===== config.mk =====
export PLATFORM = sky130hd
export DESIGN_NAME = sps_pin_state
export DESIGN_NICKNAME = d
export VERILOG_FILES = /design/src/sps_pkg.sv /design/src/sps_sync3.sv /design/src/sps_pin_cell.sv /design/src/sps_pin_state.sv
export SDC_FILE = /design/constraint.sdc
export NUM_CORES = 1
export LEC_CHECK = 0
export BUFFER_PORTS_ARGS = -buffer_cell sky130_fd_sc_hd__buf_2
export CAP_MARGIN = 5
export CORE_MARGIN = 2
export CORE_UTILIZATION = 25
export CTS_CLUSTER_SIZE = 14
export DETAILED_ROUTE_END_ITERATION = 16
export PLACE_DENSITY = 0.55
export SETUP_SLACK_MARGIN = 0.5
export SLEW_MARGIN = 20
export SYNTH_ARGS = -nofsm -noshare
export SYNTH_HDL_FRONTEND = slang
export SYNTH_SLANG_ARGS = --single-unit

===== constraint.sdc =====
create_clock -name clk -period 3.3 [get_ports clk]
set_input_delay 0.66 -clock clk [delete_from_list [all_inputs] [get_ports clk]]
set_output_delay 0.66 -clock clk [all_outputs]
set_load 0.05 [all_outputs]

===== src/sps_pkg.sv =====
package sps_pkg;

    // Register map of the slice, byte addresses on the register bus.
    localparam logic [3:0]  OFS_PIN_STATE = 4'h0;
    localparam logic [31:0] PIN_STATE_RST = 32'h0000_0000;

    // Number of serial pins held in this slice and the lowest bit used.
    localparam int NUM_PINS  = 9;
    localparam int FIRST_BIT = 13;

    // Bit positions of each pin within the pin state register.
    localparam int BIT_P1_RX    = 13;
    localparam int BIT_P2_TX    = 14;
    localparam int BIT_P2_RX    = 15;
    localparam int BIT_P3_TX    = 16;
    localparam int BIT_P3_RX    = 17;
    localparam int BIT_P4_TX    = 18;
    localparam int BIT_P4_RX    = 19;
    localparam int BIT_P4_CLK   = 20;
    localparam int BIT_P4_FRAME = 21;

    // Reset values of the stored write value and the pin synchronisers.
    localparam logic STORE_RST = 1'b0;
    localparam logic SYNC_RST  = 1'b0;

    // Bus answer state machine.
    typedef enum logic [0:0] {
        BUS_IDLE   = 1'b0,
        BUS_ANSWER = 1'b1
    } sps_bus_st_t;

endpackage


===== src/sps_sync3.sv =====
`timescale 1ns/1ps
`default_nettype none

module sps_sync3 (
    // Clock and reset.
    input  wire logic clk,
    input  wire logic rst_n,
    // Asynchronous pin level in, filtered level out.
    input  wire logic async_in,
    output logic      level
);

    logic stage1_q;
    logic stage2_q;
    logic stage3_q;
    logic level_q;

    // Three stages; only the second stage reads the first, so the first
    // may go metastable without any logic ever seeing it.
    always_ff @(posedge clk or negedge rst_n) begin
        if (!rst_n) begin
            stage1_q <= sps_pkg::SYNC_RST;
            stage2_q <= sps_pkg::SYNC_RST;
            stage3_q <= sps_pkg::SYNC_RST;
        end else begin
            stage1_q <= async_in;
            stage2_q <= stage1_q;
            stage3_q <= stage2_q;
        end
    end

    // A change counts only once the second and third stages agree.
    always_ff @(posedge clk or negedge rst_n) begin
        if (!rst_n) begin
            level_q <= sps_pkg::SYNC_RST;
        end else if (stage2_q == stage3_q) begin
            level_q <= stage3_q;
        end
    end

    assign level = level_q;

endmodule // sps_sync3

`default_nettype wire


===== src/sps_pin_cell.sv =====
`timescale 1ns/1ps
`default_nettype none

module sps_pin_cell (
    // Clock and reset.
    input  wire logic clk,
    input  wire logic rst_n,
    // Write strobe and written level from the register bus.
    input  wire logic wr_en,
    input  wire logic wr_val,
    // High while the owning unit is disabled and the pin is an output.
    input  wire logic may_drive,
    // Stored value and pin drive.
    output logic      store,
    output logic      pin_out,
    output logic      pin_oe
);

    logic store_q;
    logic oe_q;

    // The written value is always kept, even while it cannot reach the pin,
    // so software can preload a level before it releases the unit.
    always_ff @(posedge clk or negedge rst_n) begin
        if (!rst_n) begin
            store_q <= sps_pkg::STORE_RST;
        end else if (wr_en) begin
            store_q <= wr_val;
        end
    end

    // The drive enable is registered so the pad sees no decode glitches.
    always_ff @(posedge clk or negedge rst_n) begin
        if (!rst_n) begin
            oe_q <= 1'b0;
        end else begin
            oe_q <= may_drive;
        end
    end

    assign store   = store_q;
    assign pin_out = store_q;
    assign pin_oe  = oe_q;

endmodule // sps_pin_cell

`default_nettype wire


===== src/sps_pin_state.sv =====
// What this block does
// - Bit 13 reads back the live level of the port 1 receive pin.
// - A write to bit 13 drives the port 1 receive pin only while port 1's receiver is off and the pin is an output.
// - Bit 14 reads the port 2 transmit pin and a write drives it only while port 2's transmitter is off and the pin is an output.
// - Bit 15 reads back the live level of the port 2 receive pin.
// - A write to bit 15 drives the port 2 receive pin only while port 2's receiver is off and the pin is an output.
// - The port 3 transmit bit reads the pin and a write drives it only while port 3's transmitter is off and the pin is an output.
// - The port 3 receive bit reads the pin and a write drives it only while port 3's receiver is off and the pin is an output.
// - The port 4 transmit bit reads the pin and a write drives it only while port 4's transmitter is off and the pin is an output.
// - The port 4 receive bit reads the pin and a write drives it only while port 4's receive path is off and the pin is an output.
// - The port 4 clock bit reads the pin and a write drives it only while port 4 is off and the pin is an output.
// - The port 4 frame bit reads the pin and a write drives it only while port 4 is off and the pin is an output.
// - The port 4 transmit pin state sits at bit 18.
// - The port 4 receive pin state sits at bit 19.
// - The port 4 clock pin state sits at bit 20.
// - The port 4 frame pin state sits at bit 21.
`timescale 1ns/1ps
`default_nettype none

module sps_pin_state (
    // Clock and asynchronous active-low reset.
    input  wire logic        clk,
    input  wire logic        nrst,

    // Avalon-MM slave.
    input  wire logic [3:0]  address,
    input  wire logic        read,
    input  wire logic        write,
    input  wire logic [3:0]  byteenable,
    input  wire logic [31:0] writedata,
    output logic      [31:0] readdata,
    output logic             waitrequest,

    // Unit enables from the serial units, same clock.
    input  wire logic        port1_rx_en,
    input  wire logic        port2_tx_en,
    input  wire logic        port2_rx_en,
    input  wire logic        port3_tx_en,
    input  wire logic        port3_rx_en,
    input  wire logic        port4_tx_en,
    input  wire logic        port4_rx_en,
    input  wire logic        port4_en,

    // Direction bits 13 to 21 from the direction register, 1 is output.
    input  wire logic [8:0]  pin_dir_out,

    // Pad side of the nine pins, index is bit number minus 13.
    input  wire logic [8:0]  pin_in,
    output logic      [8:0]  pin_out,
    output logic      [8:0]  pin_oe
);

    localparam int N = sps_pkg::NUM_PINS;

    // Reset release through two flip-flops; assertion stays asynchronous.
    logic rst_meta_q;
    logic rst_sync_n;

    always_ff @(posedge clk or negedge nrst) begin
        if (!nrst) begin
            rst_meta_q <= 1'b0;
            rst_sync_n <= 1'b0;
        end else begin
            rst_meta_q <= 1'b1;
            rst_sync_n <= rst_meta_q;
        end
    end

    // Owner-disabled terms per pin, in register bit order.
    logic [N-1:0] unit_off;

    assign unit_off[sps_pkg::BIT_P1_RX - sps_pkg::FIRST_BIT]
        = ~port1_rx_en;
    assign unit_off[sps_pkg::BIT_P2_TX - sps_pkg::FIRST_BIT]
        = ~port2_tx_en;
    assign unit_off[sps_pkg::BIT_P2_RX - sps_pkg::FIRST_BIT]
        = ~port2_rx_en;
    assign unit_off[sps_pkg::BIT_P3_TX - sps_pkg::FIRST_BIT]
        = ~port3_tx_en;
    assign unit_off[sps_pkg::BIT_P3_RX - sps_pkg::FIRST_BIT]
        = ~port3_rx_en;
    assign unit_off[sps_pkg::BIT_P4_TX - sps_pkg::FIRST_BIT]
        = ~port4_tx_en;
    assign unit_off[sps_pkg::BIT_P4_RX - sps_pkg::FIRST_BIT]
        = ~port4_rx_en;
    assign unit_off[sps_pkg::BIT_P4_CLK - sps_pkg::FIRST_BIT]
        = ~port4_en;
    assign unit_off[sps_pkg::BIT_P4_FRAME - sps_pkg::FIRST_BIT]
        = ~port4_en;

    // A pin may carry the stored value only when its owner is off and the
    // direction says output; otherwise the write lands only in storage.
    logic [N-1:0] may_drive;

    assign may_drive = unit_off & pin_dir_out;

    // Bus handshake. The answer is given one cycle after the request is
    // seen, which keeps the read mux out of the pad-to-bus path.
    sps_pkg::sps_bus_st_t bus_st_q;
    sps_pkg::sps_bus_st_t bus_st_d;

    logic req;
    logic hit_state;
    logic accept;
    logic wr_accept;

    assign req       = read | write;
    assign hit_state = (address == sps_pkg::OFS_PIN_STATE);
    assign accept    = req && (bus_st_q == sps_pkg::BUS_ANSWER);
    assign wr_accept = accept && write && hit_state;

    always_comb begin
        bus_st_d = bus_st_q;
        case (bus_st_q)
            sps_pkg::BUS_IDLE: begin
                if (req) begin
                    bus_st_d = sps_pkg::BUS_ANSWER;
                end
            end
            sps_pkg::BUS_ANSWER: begin
                bus_st_d = sps_pkg::BUS_IDLE;
            end
            default: begin
                bus_st_d = sps_pkg::BUS_IDLE;
            end
        endcase
    end

    always_ff @(posedge clk or negedge rst_sync_n) begin
        if (!rst_sync_n) begin
            bus_st_q <= sps_pkg::BUS_IDLE;
        end else begin
            bus_st_q <= bus_st_d;
        end
    end

    // During a request, waitrequest drops in the answer cycle only.
    assign waitrequest = req && (bus_st_q != sps_pkg::BUS_ANSWER);

    // Full 32-bit view of the write data and which bits the lanes allow.
    logic [31:0] lane_mask;

    assign lane_mask = {{8{byteenable[3]}}, {8{byteenable[2]}},
                        {8{byteenable[1]}}, {8{byteenable[0]}}};

    // Per-pin storage, drive and live level.
    logic [N-1:0] level;
    logic [N-1:0] store;

    genvar gi;
    generate
        for (gi = 0; gi < N; gi++) begin : g_pin
            localparam int B = sps_pkg::FIRST_BIT + gi;

            logic bit_wr;

            assign bit_wr = wr_accept & lane_mask[B];

            // Live pad level, filtered against metastability.
            sps_sync3 u_sync (
                .clk      (clk),
                .rst_n    (rst_sync_n),
                .async_in (pin_in[gi]),
                .level    (level[gi])
            );

            // Stored value and gated pad drive.
            sps_pin_cell u_cell (
                .clk       (clk),
                .rst_n     (rst_sync_n),
                .wr_en     (bit_wr),
                .wr_val    (writedata[B]),
                .may_drive (may_drive[gi]),
                .store     (store[gi]),
                .pin_out   (pin_out[gi]),
                .pin_oe    (pin_oe[gi])
            );
        end
    endgenerate

    // Reads return the live pad levels, not the stored values, so software
    // sees what the pad really carries; bits outside 13 to 21 read zero.
    logic [31:0] state_view;
    logic [31:0] read_mux;

    assign state_view = {{(31 - sps_pkg::BIT_P4_FRAME){1'b0}}, level,
                         {sps_pkg::FIRST_BIT{1'b0}}};
    assign read_mux   = hit_state ? state_view : sps_pkg::PIN_STATE_RST;

    // Read data is captured when the request is first seen and stands
    // through the answer cycle.
    logic [31:0] rdata_q;

    always_ff @(posedge clk or negedge rst_sync_n) begin
        if (!rst_sync_n) begin
            rdata_q <= sps_pkg::PIN_STATE_RST;
        end else if (read && (bus_st_q == sps_pkg::BUS_IDLE)) begin
            rdata_q <= read_mux;
        end
    end

    assign readdata = rdata_q;

endmodule // sps_pin_state

`default_nettype wire


# Word level (Yosys, flattened, before mapping)
# Cells that the tools add are included.
[totals] register_bits=89 word_cells=89 inputBits=70
[op_classes] n_reduce_logical=6 bitwise_logic=13 eq_ne=9 muxes=3
[op_table] op="$mux W22" n=1
[op_table] op="$and A9 B9 Y9" n=1
[op_table] op="$eq A1 B1 Y1" n=9
[op_table] op="$not A1 Y1" n=9
[op_table] op="$logic_and A1 B1 Y1" n=5
[op_table] op="$logic_not A4 Y1" n=1
[op_table] op="$and A1 B1 Y1" n=2
[op_table] op="$pmux W1 S2" n=1
[op_table] op="$mux W1" n=1
[op_table] op="$or A1 B1 Y1" n=1

# Longest topological paths before layout
# Gate-level depths: netlist (run 1).
[depth] word_depth=5 mapped_depth=4 ltp_nobuf=3

# Modules after synthesis
# Synthesis (run 1) repeated with hierarchy kept, for this count alone.
[hier_totals] cells_unflattened=156 hier_area_um2=2466.1
[by_module_without_submodules] mod="sps_sync3" cells_per_inst=5 area_per_inst_um2=111.4 instances=9
[by_module_without_submodules] mod="sps_pin_state" cells_per_inst=75 area_per_inst_um2=810.8 instances=1
[by_module_without_submodules] mod="sps_pin_cell" cells_per_inst=4 area_per_inst_um2=72.6 instances=9

# Least setup slack after synthesis (run 1)
# OpenSTA, ideal clock, no wires.
[synth_path] path_kind="input to output" from="input write" to="output waitrequest" required_time_ns=2.640 t_arrival_ns=1.357 slack_ns=1.283 path_stages=2 path_cell_list="nor2_1 nor2_1"
[synth_between] elab_chain_cells=2
[synth_rtl] element="start: declaration" line_no="sps_pin_state.sv:28" rtl="input wire logic write,"
[synth_rtl] element="$or A1 B1 Y1" line_no="sps_pin_state.sv:107" rtl="assign req = read | write;"
[synth_rtl] element="$logic_and A1 B1 Y1" line_no="sps_pin_state.sv:138" rtl="assign waitrequest = req && (bus_st_q != sps_pkg::BUS_ANSWER);"
[synth_rtl] element="end: declaration" line_no="sps_pin_state.sv:32" rtl="output logic waitrequest,"
# No other way between the ends.

# Final worst setup path (run 1)
# Same ends and word-level chain as after synthesis.

==> impl_results.md, run 1 <==
* H-tree depth at 3
* Pwr per Cell Area at 664 nW/um2
* Unique masters post-synth at 14
* Layout cells sized above 1 at 46.0%
* Switching Fraction at 27.8%
* Pre-antenna DRT Iters at 3
* I/O pin count at 121
* Internal power at 1.37 mW
* Leakage at 1.45 nW
* Initial antenna violation count at 0
* Max cap viols at 0
* Top_reg_cell synth: dfrtp_1
* Switching power at 0.528 mW
* Drt drc at 0
* Setup TNS at 0 ns
* Starting Density at 25.6%
* CTS Buf Count at 9
* FF+latch count, synth at 66
* Initial DRC Count at 25
* Yosys warns at 0
* Cell taking the most area after synthesis: dfrtp_1
* Post-synth EDFFs at 0
* Final ANT Viol Nets at 0
* Top post-synthesis cells by count: dfrtp_1, buf_4
* Peak VDD IR at 0.222 mV
* Setup crit start kind: input pin
* Filler cells at 946
* Final Worst Setup Slack at 1.44 ns
* Die Span X at 101 um
* Congestion Overflow GR at 0
* Core area at 9200 um2
* Die H at 101 um
* Period utilization at 56.5%
* Crit. End Element: output port
* CTS resizes at 0
* Hold Buf Count CTS at 0
* FP Rows at 35
* Drt total wl at 3640 um
* Final setup violation count at 0
* Clock period minus worst slack at 1.86 ns
* Sequential share of power at 47.0%
* Least-Margin Pin Slew at 0.725 ns
* WL/cell at 10.9 um
* Critical Path RT at 2.64 ns
* Final Hold Vio Count at 0
* RSZ-0062 raised after global routing: false
* Max Slew Vio Count at 0
* CP Class: in -> out
* Gr usage total at 7.61%
* Status: completed
* Pre-CTS setup slack at 1.22 ns
* Synthesized instance count at 155
* Detailed Place HPWL at 2530 um
* Vias per std cell at 3.64
* Most area-consuming cells after synthesis: dfrtp_1, buf_4, mux2_2
* Final std cells w/o fill at 335
* Rel. slew slack at 51.7%
* Part of the power in the clock network at 39.6%
* Area of the multi-input gates at 475 um2
* Worst EP arrival at 1.20 ns
* Final Util at 31.1%
* Fin nets at 289
* Placed cells at 319
* DR vias at 1,221
* # Post-CTS Setup Buffers at 0
* Largest net degree at the start of global routing at 35
* Post-synth top area share at 70.1%
* Combinational power share at 13.3%
* Worst hold path type: in -> async
* RD Place Congestion at 0.602
* Seq/Total Area, Yosys at 70.1%
* Async S/R FF share, synth at 100%
* Cell Area, Synth at 2360 um2
* Vias in the first global route at 1,146
* FMAX at 536 MHz
* Insertion delay to the later sink of the worst-skew pair at 0.34 ns
* Die area at 10,200 um2
* Area grow syn2layout at 21.5%
* Crit Path Max Fanout at 3
* Register area at 1650 um2
* CTS tree: yes
* Sink Count at 66
* Final Skew at 0.00813 ns
* Tightest hold margin at 0.0918 ns
* ANT cells at 0
* Avg Inst Size Synth at 15.2 um2
* Most frequent cell after synthesis: dfrtp_1
* Root buffer cell: clkbuf_8
* # port buffers at 72
* Max Root-Sink Buffers at 2
* First-pass GRT wire length at 5580 um
* Register clock-pin slew on the reported worst setup and hold paths at 0.07 ns
==> logic make-up (layout without fill, tap and decap cells) <==
| logic type | Yosys count | in the layout | share of synthesized area, % |
|---|---|---|---|
| fa+ha+maj | 9 | 9 | 3.82 |
| other cells | 2 | 24 | 0.319 |
| mux | 9 | 9 | 4.30 |
| simple gates | 18 | 18 | 4.89 |
| buf+inv | 42 | 89 | 13.2 |
| flops | 66 | 66 | 70.1 |
| compound gates | 9 | 9 | 3.35 |
==> final timing paths <==
| kind | to | slack (ns) | depth (start not counted) | start |
|---|---|---|---|---|
| max in group asynchronous | g_pin[3].u_cell.pin_out | 2.09 | 1 | rst_sync_n |
| setup reg to reg | readdata[20] | 1.76 | 3 | bus_st_q |
| setup / recovery | waitrequest | 1.44 | 4 | write |
| hold / removal | rst_meta_q | 0.09 | 1 | nrst |
| hold reg to reg | g_pin[6].u_sync.stage2_q | 0.33 | 0 | rst_sync_n |
| min in group clk | g_pin[7].u_sync.stage2_q | 0.35 | 0 | g_pin[7].u_sync.stage1_q |
==> power groups by stage <==
stage          clock [mW]  combinational [mW]  sequential (mW)
3_3_place_gp            0               0.254            0.910
2_1_floorplan           0               0.228            0.922
3_5_place_dp            0               0.256            0.912
5_1_grt             0.836               0.268            0.902
6_report            0.753               0.253            0.894
4_1_cts             0.789               0.256            0.896
==> sequential cells by signal, summed over array words and instances, names as in the netlist, 9 cells and up <==
name / flops
g_pin.u_cell.pin_oe: 9
g_pin.u_sync.level: 9
readdata: 9
g_pin.u_cell.pin_out: 9
g_pin.u_sync.stage2_q: 9
g_pin.u_sync.stage1_q: 9
g_pin.u_sync.stage3_q: 9
==> layout by cell type, fill, tap and decap left out <==
master / instances
nor2b_1: 9
nor2_4: 1
a22o_1: 9
nor2_1: 2
dfrtp_1: 65
buf_4: 1
mux2_2: 9
clkbuf_8: 10
nor2_2: 2
bufinv_16: 2
clkinv_2: 1
or4_4: 1
maj3_1: 9
clkinv_4: 2
buf_2: 72
conb_1: 24
nand2b_1: 1
dfrtp_2: 1
nand3_1: 2
clkinvlp_4: 1
==> metal layers <==
layer	track usage, %	vias to the layer above	part of all wire, %
met5	0	-	0
met4	4.99	0	1.8
met3	3.61	9	9.6
met2	10.2	66	42
met1	9.65	567	47
li1	-	579	-
==> cell type report <==
type | count | area share [%]
flip-flops and latches | 66 | 57.7
multi-input cells | 69 | 16.6
repair buffers | 73 | 12.8
well taps | 111 | 4.85
clock buffers | 10 | 4.81
clock inverters | 6 | 3.15
==> per-stage QoR <==
| stage | power, mW | cell area [um2] |
|---|---|---|
| detailed placement | 1.17 | 2640 |
| global placement | 1.16 | 2640 |
| finish | 1.90 | 2860 |
| global route | 2.01 | 2860 |
| CTS | 1.94 | 2860 |
| floorplan | 1.15 | 2440 |
==> critical path, stage by stage <==
cell    delay, ns
buf_2        0.10
nor2_1       0.04
nor2_1       0.12
buf_2        0.28
Note: power is estimated with default switching activity, not from simulation.
==> inputs of run 2 (changes only) <==
ABC_AREA = 1   (was default)
PLACE_DENSITY = 0.57   (was 0.55)
clock period = 1.49 ns   (was 3.3 ns; I/O delays follow)
==> impl_results.md, run 2 <==
* Register area at 1660 um2
* Initial antenna violation count at 0
* Post-synth EDFFs at 0
* Layout cells sized above 1 at 38.9%
* WL/cell at 10.8 um
* I/O pin count at 121
* Pwr per Cell Area at 1300 nW/um2
* Vias per std cell at 3.61
* Max cap viols at 0
* CTS Buf Count at 9
* Area grow syn2layout at 32.4%
* Adder-cell share of the synthesized area at 3.67%
* Congestion Overflow GR at 0
* Top post-synthesis cells by count: dfrtp_1, buf_4, nand2_1
* Vias in the first global route at 1,449
* Post-Synth Simple-Gate Area at 10.7%
* FMAX at 766 MHz
* Final setup violation count at 0
* Max Slew Vio Count at 0
* Synthesized instance count at 203
* Die Span X at 103 um
* Crit Path Max Fanout at 2
* Register clock-pin slew on the reported worst setup and hold paths at 0.08 ns
* Tot Pwr at 4.21 mW
* Largest family of logic cells by synthesized area: buffers and inverters
* Starting Density at 25.5%
* Yosys warns at 0
* # port buffers at 72
* Mux contribution to synthesized area at 0%
* Async S/R FF share, synth at 100%
* Peak VDD IR at 0.543 mV
* Most frequent cell after synthesis: dfrtp_1
* FP Rows at 36
* Insertion delay to the later sink of the worst-skew pair at 0.34 ns
* Setup crit start kind: flip-flop
* RSZ-0062 raised after global routing: true
* Placed cells at 390
* Top_reg_cell synth: dfrtp_1
* Drt total wl at 4450 um
* Final Util at 33.7%
* Worst EP arrival at 1.01 ns
* Seq/Total Area, Yosys at 67.3%
* Status: completed
* Period utilization at 87.7%
* Filler cells at 993
* Root buffer cell: clkbuf_8
* DR vias at 1,490
* Pre-antenna DRT Iters at 4
* Detailed Place HPWL at 2930 um
* First-pass GRT wire length at 6840 um
* Critical Path RT at 1.19 ns
* Leakage at 1.63 nW
* Max Root-Sink Buffers at 2
* Final ANT Viol Nets at 0
* Drt drc at 0
* Final std cells w/o fill at 413
* Cell taking the most area after synthesis: dfrtp_1
* Xor and xnor area share after synthesis at 0%
* Final Hold Vio Count at 0
* Most area-consuming cells after synthesis: dfrtp_1, buf_4, nand2_1
* Avg Inst Size Synth at 12.1 um2
* Clock period minus worst slack at 1.31 ns
* Initial DRC Count at 18
* Setup TNS at 0 ns
* Worst hold path type: in -> reg
* Unique masters post-synth at 18
* Synth Area in Compound Gates at 3.67%
* Largest net degree at the start of global routing at 65
* H-tree depth at 3
* Gr usage total at 8.69%
* Sink Count at 66
* Area of the multi-input gates at 569 um2
* FF+latch count, synth at 66
* RD Place Congestion at 0.593
* Crit. End Element: output port
* Cell Area, Synth at 2450 um2
* Die area at 10,600 um2
* Die H at 103 um
* Core area at 9640 um2
* Final Skew at 0.00888 ns
* CTS tree: yes
* Post-synth top area share at 67.3%
* Most common cell after layout, fill and taps aside: dfrtp_1
* Commonest non-fill, non-tap cells in the layout: dfrtp_1, buf_2, nand2_1, buf_6, conb_1
* ANT cells at 0
* CP Class: reg -> out
* Fin nets at 345
-- run 2: changes by cell type after synthesis, moves of 7 or more --
cell     delta
mux2_2      -9
a22o_1      -9
nor2_1      +9
nand3_1     +7
inv_1      +10
nor2b_1     -9
nand2_1    +27
o21ai_0    +17
-- run 2: worst max-delay path, cell delays in order, from the launching register on --
cell and delay [ns]:
dfrtp_2 0.42, nor2_4 0.10, buf_8 0.15
-- run 2: final cells by class --
type | instances | area share (%)
clock buffer | 9 | 3.81
clock inverter | 7 | 2.39
inverter | 11 | 1.27
multi-input combinational | 107 | 17.5
sequential | 66 | 51.0
tap | 133 | 5.12
timing repair buffer | 80 | 18.9
-- run 2: cells by family (layout without fill, tap and decap cells) --
family,after synthesis,count (layout)
AOI/OAI and AO/OA,18,18
adders and majority gates,9,9
buffers and inverters,53,107
DFF,66,66
other,2,24
and+or+nand+nor,55,56
-- run 2: what timing repair did --
| action | 4_1_cts | 5_1_grt |
|---|---|---|
| pin swaps | 1 | 0 |
| gates resized for setup | 63 | 7 |
| setup buffers | 2 | 3 |
| hold buffers | 1 | 0 |
| endpoints found under the hold margin | 2 | 0 |
| gates cloned | 1 | 0 |
| endpoints found under the setup margin | 46 | 46 |
-- run 2: layer usage --
metal / global-route usage [%] / vias up / routed length, um
met3: 3.80 / 5 / 347
met1: 9.61 / 695 / 1790
met2: 14.8 / 64 / 2260
li1: - / 726 / -
met5: 0 / - / 0
met4: 3.34 / 0 / 46
-- run 2: where the power goes --
| part | leakage [nW] | internal [mW] | switching (mW) | total [mW] |
|---|---|---|---|---|
| sequential | 0.815 | 1.91 | 0.0676 | 1.98 |
| combinational | 0.726 | 0.231 | 0.502 | 0.733 |
| clock | 0.0885 | 0.783 | 0.717 | 1.50 |
-- run 2: path summary, 6_finish.rpt --
check | startpoint | endpoint | slack [ns] | cells after the start
setup / recovery | bus_st_q | waitrequest | 0.18 | 2
hold / removal | pin_in[5] | g_pin[5].u_sync.stage1_q | 0.06 | 1
setup reg to reg | bus_st_q | g_pin[1].u_cell.pin_out | 0.32 | 6
hold reg to reg | rst_sync_n | g_pin[5].u_sync.stage2_q | 0.32 | 1
max in group asynchronous | rst_sync_n | bus_st_q | 0.88 | 1
min in group asynchronous | nrst | rst_sync_n | 0.26 | 2
-- run 2: stage by stage --
step	hold WS [ns]	cell area, um2	setup slack [ns]
final	0.0593	3250	0.184
after global placement	0.0830	2790	0.281
after detailed placement	0.0861	2790	0.263
after floorplan	0.00241	2560	0.368
after CTS	0.0365	3220	0.156
after global routing	0.0352	3250	0.114
==> inputs of run 3 (changes only) <==
PLACE_DENSITY = 0.55   (was 0.57)
clock period = 1.5 ns   (was 1.49 ns; I/O delays follow)
==> impl_results.md, run 3 (synthesis results as in run 2) <==
* Slowest stage cell on the critical path: dfrtp_2
* Final std cells w/o fill at 412
* Sequential share of power at 46.6%
* H-tree depth at 3
* Max Root-Sink Buffers at 2
* Max Slew Vio Count at 0
* Worst path max stage delay at 0.42 ns
* Initial antenna violation count at 0
* CP Class: reg -> out
* RD Place Congestion at 0.626
* Final Worst Setup Slack at 0.180 ns
* Core area at 9640 um2
* Pwr per Cell Area at 1300 nW/um2
* Pre-antenna DRT Iters at 4
* Die Span X at 103 um
* DR vias at 1,499
* Crit Path Max Fanout at 2
* Insertion delay to the later sink of the worst-skew pair at 0.34 ns
* Detailed Place HPWL at 3040 um
* Die area at 10,600 um2
* Register clock-pin slew on the reported worst setup and hold paths at 0.08 ns
* I/O pin count at 121
* WL/cell at 10.7 um
* Tot Pwr at 4.25 mW
* Commonest non-fill, non-tap cells in the layout: dfrtp_1, buf_2, buf_6, nand2_1, conb_1
* Congestion Overflow GR at 0
* FMAX at 758 MHz
* Die H at 103 um
* Fin nets at 344
* Sink Count at 66
* CTS Buf Count at 9
* First-pass GRT wire length at 6890 um
* Critical Path RT at 1.20 ns
* Leakage at 1.64 nW
* Final Hold Vio Count at 0
* Placed cells at 391
* Placed cell areas at 2800 um2
* Combinational power share at 16.9%
* Root buffer cell: clkbuf_8
* Pre-CTS setup slack at 0.308 ns
* Setup crit start kind: flip-flop
* Largest net degree at the start of global routing at 31
* Final Util at 33.9%
* Tightest hold margin at 0.0592 ns
* Final instance area at 3270 um2
* Drt drc at 0
* Layout cells sized above 1 at 39.8%
* Starting Density at 25.5%
* Switching power at 1.28 mW
* Final setup violation count at 0
* Crit path cell chain: nor2_4 -> buf_8
* ANT cells at 0
* Crit. End Element: output port
* Period utilization at 88.0%
* Vias in the first global route at 1,468
* Gr usage total at 8.80%
* Vias per std cell at 3.64
* Switching Fraction at 30.2%
* Register-to-register setup slack at 0.36 ns
* Max cap viols at 0
* RSZ-0062 raised after global routing: true
* # port buffers at 72
* Clock period minus worst slack at 1.32 ns
* Final ANT Viol Nets at 0
* Worst EP arrival at 1.02 ns
* FP Rows at 36
* Peak VDD IR at 0.625 mV
* Final Skew at 0.0114 ns
* Worst hold path type: in -> reg
* Part of the power in the clock network at 36.4%
* Area grow syn2layout at 33.0%
* CTS tree: yes
* Initial DRC Count at 23
* Most common cell after layout, fill and taps aside: dfrtp_1
* Drt total wl at 4390 um
* Internal power at 2.96 mW
* Setup TNS at 0 ns
* Status: completed
## run 3: critical path: cells and delay by family (launching register included)
kind | cells | cell delay [ns]
buf+inv | 1 | 0.16
flops | 1 | 0.42
simple gates | 1 | 0.11
## run 3: path summary, 6_finish.rpt
kind / startpoint / depth (start not counted) / to
max: bus_st_q / 2 / waitrequest
min: pin_in[6] / 1 / g_pin[6].u_sync.stage1_q
max reg2reg: bus_st_q / 6 / g_pin[1].u_cell.pin_out
min reg2reg: rst_sync_n / 0 / g_pin[1].u_cell.pin_oe
max in group asynchronous: rst_sync_n / 1 / bus_st_q
min in group asynchronous: rst_sync_n / 0 / g_pin[1].u_cell.pin_oe
## run 3: cell type report
type	instances	area, um2
Timing Repair Buffer	79	611
Clock inverter	6	72.6
Sequential cell	66	1660
Fill cell	1006	6370
Tap cell	133	166
Clock buffer	10	138
Multi-Input combinational cell	107	581
Inverter	11	41.3
## run 3: power by group through the flow
stage / clock network, mW / logic, mW / registers, mW
CTS: 1.63 / 0.720 / 1.98
finish: 1.55 / 0.719 / 1.98
floorplan: 0 / 0.523 / 2.03
global route: 1.70 / 0.768 / 2.00
detailed placement: 0 / 0.610 / 2.00
global placement: 0 / 0.602 / 2.00
## run 3: what timing repair did
item                                    in CTS  in global routing
resized for setup                           70                 11
buffers inserted                             3                  0
hold endpoints to repair                     2                  0
endpoints found under the setup margin      46                 46
hold buffers                                 1                  0
cloned                                       1                  0
pin swaps                                    1                  0
## run 3: layer usage
metal | vias up | track usage [%] | share of wire, %
li1 | 728 | - | -
met1 | 703 | 9.87 | 41
met2 | 65 | 14.7 | 50
met3 | 3 | 4.20 | 8.6
met4 | 0 | 3.04 | 0.68
met5 | - | 0 | 0
